===== config.mk =====
export PLATFORM = sky130hd
export DESIGN_NAME = lprs_line_printer
export DESIGN_NICKNAME = d
export VERILOG_FILES = /design/src/pkg/lprs_pkg.sv /design/src/hdl/lprs_edge_sync.sv /design/src/hdl/lprs_line_printer.sv
export SDC_FILE = /design/constraint.sdc
export NUM_CORES = 1
export LEC_CHECK = 0
export BUFFER_PORTS_ARGS = -buffer_cell sky130_fd_sc_hd__buf_4
export CAP_MARGIN = 20
export CORE_MARGIN = 4
export CORE_UTILIZATION = 38
export DETAILED_ROUTE_END_ITERATION = 8
export PLACE_DENSITY_LB_ADDON = 0.12
export SLEW_MARGIN = 30
export SYNTH_ARGS = -nofsm -noshare
export SYNTH_HDL_FRONTEND = slang
export SYNTH_HIERARCHICAL = 1
export SYNTH_SLANG_ARGS = --single-unit

===== constraint.sdc =====
create_clock -name mclk -period 3.25 [get_ports mclk]
set_clock_uncertainty 0.05 [all_clocks]
set_input_delay 0.65 -clock mclk [delete_from_list [all_inputs] [get_ports mclk]]
set_output_delay 0.65 -clock mclk [all_outputs]
set_load 0.01 [all_outputs]

===== src/pkg/lprs_pkg.sv =====
package lprs_pkg;
    // machine word and line geometry
    localparam int WORD_W = 40;
    localparam int ORDER_W = 8;
    localparam int ADDR_W = 12;
    localparam int ROWS_PER_LINE = 18;
    localparam logic [7:0] ORDER_LINE_PRINT = 8'hce;
    // clock rate and timing
    localparam int CLK_HZ = 25000000;
    localparam real CYCLE_GAP_MS = 1.5;
    localparam int CYCLE_GAP_CLKS = int'($floor(CYCLE_GAP_MS * CLK_HZ / 1000.0));
    localparam int LINES_PER_SEC = 15;
    localparam int REV_CLKS = CLK_HZ / LINES_PER_SEC;
    localparam int CNT_W = 24;
    localparam logic [4:0] ROW_LAST = 5'h11;
    localparam logic [WORD_W-1:0] ROW_RESET = '1;
    typedef enum logic [1:0] {
        LPRS_IDLE = 2'b00,
        LPRS_SYNC = 2'b01,
        LPRS_LINE = 2'b10
    } lprs_state_t;
endpackage


===== src/hdl/lprs_edge_sync.sv =====
`timescale 1ns/1ps
// two-stage synchroniser with rising-edge pulse on the settled level
module lprs_edge_sync
(
    input wire logic mclk, // system clock
    input wire logic nrst, // sync reset, active low
    input wire logic ce, // clock enable
    input wire logic din, // asynchronous level
    output logic rise // one-cycle pulse on rising edge
);
    logic meta_ff;
    logic sync_ff;
    logic last_ff;

    // first stage feeds only the second stage
    always_ff @(posedge mclk)
    begin
        if (!nrst)
        begin
            meta_ff <= 1'b0;
            sync_ff <= 1'b0;
            last_ff <= 1'b0;
        end
        else if (ce)
        begin
            meta_ff <= din;
            sync_ff <= meta_ff;
            last_ff <= sync_ff;
        end
    end

    assign rise = ce & sync_ff & ~last_ff;
endmodule // lprs_edge_sync


===== src/hdl/lprs_line_printer.sv =====
`timescale 1ns/1ps
// Functional notes
// - forty row bits drive forty column wheels
// - zero bit prints, one bit suppresses
// - eighteen print cycles make one line
// - whole line within one cylinder revolution
// - cylinder turns always; any revolution starts
// - print cycles spaced about 1.5 ms
// - first order starts; later orders strobe
// - print order F down to minus
// - order code ce prints from row register
// - address field of print order ignored
// - at most fifteen lines per second
// - row register supplies the wheel bits
module lprs_line_printer
    import lprs_pkg::*;
(
    input wire logic mclk, // 25 mhz system clock
    input wire logic nrst, // sync reset, active low
    input wire logic ce, // clock enable, freezes state when low
    input wire logic instr_valid, // one-cycle instruction execute strobe
    input wire logic [ORDER_W-1:0] instr_order, // order part of instruction
    input wire logic [ADDR_W-1:0] instr_addr, // address part, unused by print
    input wire logic [WORD_W-1:0] print_row_register, // arithmetic register contents
    input wire logic cyl_index, // cylinder home mark from mechanism, async
    output logic instr_done, // print order accepted, one-cycle pulse
    output logic [WORD_W-1:0] hammer_n, // per-wheel command, low prints
    output logic hammer_fire, // one-cycle strike strobe
    output logic [4:0] row_index, // cycles completed in current line
    output logic line_busy, // line in progress
    output logic late_order // sticky: order gap exceeded 1.5 ms, or the turn ended before the line
);
    lprs_state_t state_ff, nxt_state;
    logic [CNT_W-1:0] gap_ff;
    logic [4:0] row_ff;
    logic [WORD_W-1:0] row_word_ff;
    logic fire_ff;
    logic late_ff;
    logic done_ff;
    logic home_rise;
    logic is_print;
    logic pending_ff;
    logic [WORD_W-1:0] pend_word_ff;
    logic gap_over;
    logic line_overrun;
    logic line_last;
    logic strike_go;

    // order decode; only the order part of the instruction is looked at
    function automatic logic order_is_print(input logic [ORDER_W-1:0] code);
        begin
            return (code == ORDER_LINE_PRINT);
        end
    endfunction

    // async cylinder mark brought onto mclk
    lprs_edge_sync u_home
    (
        .mclk (mclk),
        .nrst (nrst),
        .ce (ce),
        .din (cyl_index),
        .rise (home_rise)
    );

    // address bits take no part in decode
    assign is_print = instr_valid && order_is_print(instr_order);
    assign gap_over = (gap_ff >= CNT_W'(CYCLE_GAP_CLKS));

    // the strike that closes the line; a mark in that same cycle is harmless
    assign line_last = fire_ff && (row_ff == ROW_LAST);
    // a further mark while the line runs: the turn ended before all rows were struck,
    // so the wheels are no longer aligned with the rows still to come
    assign line_overrun = (state_ff == LPRS_LINE) && home_rise && !line_last;
    // one strike per latched order, never on two edges in a row
    assign strike_go = (state_ff == LPRS_LINE) && pending_ff && !fire_ff;

    // line sequencer: idle, wait for cylinder mark, print cycles
    always_comb
    begin
        nxt_state = state_ff;
        case (state_ff)
            LPRS_IDLE:
                if (is_print)
                    nxt_state = LPRS_SYNC; // first order actuates
            LPRS_SYNC:
                if (home_rise)
                    nxt_state = LPRS_LINE; // any turn, from its mark
            LPRS_LINE:
                if (line_last)
                    nxt_state = LPRS_IDLE;
                else if (gap_over)
                    nxt_state = LPRS_IDLE; // abandoned line, order came too late
                else if (line_overrun)
                    nxt_state = LPRS_IDLE; // turn ended before the line
            default:
                nxt_state = LPRS_IDLE;
        endcase
    end

    always_ff @(posedge mclk)
    begin
        if (!nrst)
            state_ff <= LPRS_IDLE;
        else if (ce)
            state_ff <= nxt_state;
    end

    // line rate needs no timer of its own: every line starts at a cylinder mark
    // and must end before the next one, so two lines never share a turn.
    // trade-off: a line ordered just after a mark waits almost a whole turn,
    // which keeps the logic free of any assumption about the cylinder speed.

    // latch row word when an order arrives, except while waiting for the mark; fire on the cycle slot
    // the word is captured at the order, since the register may change next
    always_ff @(posedge mclk)
    begin
        if (!nrst)
        begin
            pending_ff <= 1'b0;
            pend_word_ff <= ROW_RESET;
        end
        else if (ce)
        begin
            if (is_print && state_ff != LPRS_SYNC)
            begin
                pending_ff <= 1'b1;
                pend_word_ff <= print_row_register;
            end
            else if (fire_ff)
                pending_ff <= 1'b0;
        end
    end

    // gap timer between cycles; each later order is the strobe for its cycle
    always_ff @(posedge mclk)
    begin
        if (!nrst)
            gap_ff <= '0;
        else if (ce)
        begin
            if (state_ff != LPRS_LINE || fire_ff)
                gap_ff <= '0;
            else if (!gap_over)
                gap_ff <= gap_ff + 1'b1;
        end
    end

    // strike one wheel row per order while the line runs
    always_ff @(posedge mclk)
    begin
        if (!nrst)
        begin
            fire_ff <= 1'b0;
            row_word_ff <= ROW_RESET;
            row_ff <= '0;
        end
        else if (ce)
        begin
            fire_ff <= strike_go;
            if (strike_go)
                row_word_ff <= pend_word_ff;
            if (state_ff == LPRS_IDLE)
                row_ff <= '0;
            else if (fire_ff)
                row_ff <= row_ff + 1'b1;
        end
    end

    // acknowledge of every print order, in any state
    always_ff @(posedge mclk)
    begin
        if (!nrst)
            done_ff <= 1'b0;
        else if (ce)
            done_ff <= is_print;
    end

    // late flag: order gap too long, or the turn ran out; set wins over the clear
    // the clear only comes with a fresh actuation, so software sees a lost line
    always_ff @(posedge mclk)
    begin
        if (!nrst)
            late_ff <= 1'b0;
        else if (ce)
        begin
            if (state_ff == LPRS_LINE && gap_over && !pending_ff)
                late_ff <= 1'b1;
            else if (line_overrun)
                late_ff <= 1'b1;
            else if (is_print && state_ff == LPRS_IDLE)
                late_ff <= 1'b0;
        end
    end

    // outputs straight from the flops except line_busy, so the mechanism sees no glitches
    assign hammer_n = row_word_ff; // zero bit prints its column
    assign hammer_fire = fire_ff;
    assign row_index = row_ff;
    assign line_busy = (state_ff != LPRS_IDLE);
    assign late_order = late_ff;
    assign instr_done = done_ff;
endmodule // lprs_line_printer


# Yosys cells after proc, flatten, opt, wreduce, memory -nomap -nowiden

Index checks and enable logic that the tools add are counted.
Widths: inputs -> output; s select.

Add/sub/neg operators: 2
Order comparisons: 1
Equal/unequal tests: 10
Multiplexer cells: 15
Bitwise logic cells: 3
Reduce and logical (&&, ||, !) cells: 26

Operators with widths:

| cell                  | count |
|---|---|
| $mux 24               | 2 |
| $add 24x1->24 const B | 1 |
| $ge 24x16->1 const B  | 1 |
| $reduce_and 2->1      | 6 |
| $logic_and 1x1->1     | 10 |
| $mux 2                | 5 |
| $mux 5                | 2 |
| $eq 8x8->1 const B    | 1 |
| $ne 2x2->1 const B    | 3 |
| $pmux 2 s3            | 1 |
| $reduce_bool 2->1     | 3 |
| $add 5x1->5 const B   | 1 |
| $eq 5x5->1 const B    | 1 |
| $mux 1                | 5 |
| $ne 2x1->1 const B    | 2 |
| $ne 4x4->1 const B    | 1 |
| $reduce_and 4->1      | 1 |
| $logic_not 1->1       | 3 |
| $reduce_bool 3->1     | 1 |
| $and 1x1->1           | 2 |
| $eq 2x1->1 const B    | 1 |
| $eq 2x2->1 const B    | 1 |
| $logic_not 2->1       | 1 |
| $logic_or 1x1->1      | 1 |
| $not 1->1             | 1 |

Bits in registers: 118
Input bits: 65
Output and inout port bits: 49

# Logic depth before layout (Yosys ltp)

Depth after elaboration: 8
Mapped depth: 7
Gate-level depth less buffers: 6

# By module

The synthesis kept the hierarchy.

Modules (own cells, without submodules):

| module            | times used | cells each | area each (µm²) | seq. area each (µm²) |
|---|---|---|---|---|
| lprs_line_printer | 1          | 558        | 4510.6          | 2302.2 |
| lprs_edge_sync    | 1          | 11         | 113.9           | 60.1 |

# Worst setup path after synthesis

Ideal clock, no wire load.

Path type: reg-to-reg
Start point: register gap_ff[17]
End point: register gap_ff[11]
Library setup time: 0.072 ns
Arrival time: 2.030 ns
Data required time: 3.128 ns
Slack: 1.098 ns
Stages on the path, launching flop included: 7
Buffers on the path: 1
Path through: dfxtp_1 or4_4 a2111o_1 a211o_4 buf_6 a21oi_1 mux2i_1

Cells in the longest elaborated chain, start to end: 3

Ends and longest elaborated chain:

| what                       | RTL line                 | source |
|---|---|---|
| start, declared            | lprs_line_printer.sv:34  | `logic [CNT_W-1:0] gap_ff;` |
| start signal, assigned     | lprs_line_printer.sv:145 | `gap_ff <= gap_ff + 1'b1;` |
| $ge 24x16->1               | lprs_line_printer.sv:68  | `assign gap_over = (gap_ff >= CNT_W'(CYCLE_GAP_CLKS));` |
| $ne 2x1->1 (no line)       | -                        |  |
| $reduce_and 2->1 (no line) | -                        |  |

No other way between the ends.
A chain may end at the register's enable or synchronous reset.

# Worst setup path in the final report

Start point: register gap_ff[17]
End point: register gap_ff[10]

Same word-level chain as after synthesis.

==> results.py <==
metrics = {
    "setup_path": {
        "worstSetupPathType": "register to register",
        "cpLargestDelayFamily": "compound AO/OA/AOI/OAI gates",
        "crit_top_cell": "a2111o_1",
        "arrival_ps": 2570,
        "crit_cells": 5,
        "setup.worst_path.end_class": "register",
        "crit_chain": "or4_4, a2111o_1, a211o_4, a2111o_1, o21ai_1",
        "slowest_delay_ps": 540,
        "required_ps": 3530,
        "cp_slowest_cell": "or4_4",
        "worst_r2r_path_depth": 5,
        "start_kind": "register",
        "crit_buf_inv": 0,
        "path_max_fanout": 15,
    },
    "timing": {
        "finalSetupTns_ps": 0,
        "fmax_mhz": 437,
        "hold_viol": 0,
        "fin_crit_sh_pct": 70.5,
        "worst_pin_slew_ps": 770,
        "finalSetupViolCount": 0,
        "rsz0062_at_grt": "no",
        "min_period_ps": 2290,
        "drv_slew": 0,
        "final.setup.worst_slack_ps": 960,
        "relSlewSlack_pct": 48.6,
    },
    "synth": {
        "synth_edf_count": 0,
        "synth_top_area_share_pct": 51.1,
        "synth.yosys.seq_area_share_pct": 51.1,
        "yosys_warnings": 6,
        "synth_cells": 569,
        "synth_largest_area_cell": "dfxtp_1",
        "synth-main-ff-cell": "dfxtp_1",
        "syn_area_um2": 4620,
        "yosysUniqueCellTypes": 42,
        "synth_nets": 638,
        "avgSynthCellArea_um2": 8.13,
        "yosys_register_bits": 118,
        "async_flop_share_pct": 0,
        "synthTopCellsByArea": "dfxtp_1, nand2_1, nand3_1",
    },
    "die": {
        "dieArea_um2": 14000,
        "initial_core_util_pct": 38.7,
        "dieHeight_um": 118,
        "core.rowCount": 40,
        "dieWidth_um": 118,
        "ios": 114,
        "design.core.area_um2": 12000,
    },
    "clock_tree": {
        "cts_root_buf": "clkbuf_16",
        "cts_resized": 0,
        "worst_skew_pair.late_latency_ps": 400,
        "cts_hold_buf": 0,
        "cts_buffers": 17,
        "postCtsSetupRepairBufs": 0,
        "h-tree-depth": 4,
        "cts_buffer_depth": 2,
        "cts_tree": "built",
        "clock-sinks": 118,
        "cts.reportedPaths.clkPinSlew_ps": 50,
    },
    "drt": {
        "route.vias.total": 4162,
        "drtPass1Iterations": 7,
        "drt-vias-per-instance": 5.09,
        "drc": 0,
        "drtAntennaViolNets": 0,
        "post_drt_wl_per_cell_um": 13.8,
        "drt-total-wl_um": 11300,
        "drt_iter0_drc": 201,
    },
    "grt": {
        "grt_max_degree": 56,
        "grtUsageMet2_pct": 28.2,
        "grt-busiest-layer": "met2",
        "grt_use_total_pct": 16.6,
        "met1_usage_pct": 19.2,
        "grt_antenna_before_repair": 0,
        "met3_usage_pct": 6.12,
        "grt_pass1_vias": 4070,
        "overflow": 0,
        "grt_pass1_wl_um": 19100,
    },
    "finish": {
        "syn_to_final_growth_pct": 30.8,
        "regArea_um2": 2360,
        "nets": 730,
        "final_layout_size_suffix_gt1_share_pct": 21.2,
        "utilization_pct": 50.6,
        "finalNonFillerCells": 818,
        "nFillCells": 1140,
        "antenna_cells": 0,
        "multi_input_area_um2": 2110,
    },
    "job": {
        "cap_violations": 0,
    },
    "worst_hold_path": {
        "hold_depth": 3,
        "hp-class": "primary input to register",
    },
    "placement": {
        "hpwl_um": 7520,
        "gp_congestion": 0.828,
        "dpl.cell_count": 789,
        "portBuffers": 101,
        "dp_slack_ps": 931,
    },
    "run_status": {
        "outcome": "completed",
    },
    "pwr": {
        "power.density_nw_per_um2": 534,
        "ir_drop_mv": 0.281,
        "p_leak_nw": 2.79,
    },
}
[per-layer routing]
layer	share of wire (%)	up-vias
met1	45	1952
li1	-	2096
met4	1.5	0
met5	0	-
met3	6.9	16
met2	47	98
[area by class of cell]
type	count	area share (%)
clock buffer	26	8.59
clock inverter	3	0.290
inverter	5	0.310
multi-input combinational	409	34.8
sequential	118	39.1
tap	147	3.04
timing repair buffer	110	13.9
[synthesized netlist by cell type (all sizes together) (3+ instances only)]
cell / number
nand2: 187
dfxtp: 118
nand3: 91
clkbuf: 36
a21oi: 17
and3: 10
nand2b: 9
nor2: 9
mux2i: 8
a21boi: 7
nor2b: 7
o21ai: 7
a2111o: 6
and2: 6
inv: 5
nand4: 5
o21a: 5
ha: 4
nand4b: 4
a211oi: 3
nor3: 3
xor2: 3
[worst paths after layout]
path	from	end	slack, ps
hold reg to reg	gap_ff[5]$_SDFFE_PN0P_	gap_ff[5]$_SDFFE_PN0P_	410
setup reg to reg	gap_ff[17]$_SDFFE_PN0P_	gap_ff[10]$_SDFFE_PN0P_	960
hold / removal	print_row_register[8]	pend_word_ff[8]$_SDFFE_PN1P_	400
setup / recovery	gap_ff[17]$_SDFFE_PN0P_	gap_ff[10]$_SDFFE_PN0P_	960
[cells by family (layout without fill, tap and decap cells)]
logic type / after synthesis / in the layout / synth area share (%)
buffers and inverters: 42 / 144 / 3.57
flip-flops: 118 / 118 / 51.1
XOR/XNOR: 4 / 4 / 0.758
adder cells (fa/ha/maj): 4 / 4 / 1.08
multiplexers: 8 / 8 / 1.73
AO/OA/AOI/OAI: 54 / 54 / 8.41
AND/OR/NAND/NOR: 339 / 339 / 33.4
[sequential cells by signal, indices dropped and copies added, names as in the netlist, 2 cells and up]
register,cells
pend_word_ff,40
state_ff,2
row_index,5
hammer_n,40
gap_ff,24
[metrics by stage]
| step | power, mW | cell area (µm²) | hold WS [ps] |
|---|---|---|---|
| 2_1_floorplan | 1.52 | 4620 | 387 |
| 6_report | 3.23 | 6050 | 400 |
| 3_5_place_dp | 1.58 | 5510 | 404 |
| 5_1_grt | 3.35 | 6050 | 388 |
| 3_3_place_gp | 1.58 | 5510 | 397 |
| 4_1_cts | 3.27 | 6050 | 384 |
[power breakdown]
group | switching, mW | internal, mW
logic | 0.0494 | 0.0524
registers | 0.00107 | 1.45
clock network | 0.597 | 1.08
total | 0.647 | 2.58
[worst register-to-register path: cells and delay by family (launching register included)]
family	cells	cell delay, ps
flops	1	300
simple gates	1	540
compound gates	4	1340
[cell usage in the layout, fill, tap and decap left out, types with 6 or more instances in the layout]
cell type,instances
buf_4,109
a21oi_1,17
nand2_1,187
a21boi_0,6
nor2b_1,6
clkbuf_16,17
clkbuf_8,6
nand3_1,91
nor2_1,9
dfxtp_1,118
and3_1,9
mux2i_1,8
a2111o_1,6
nand2b_1,8
No activity file was read; power rests on OpenSTA's default activity.
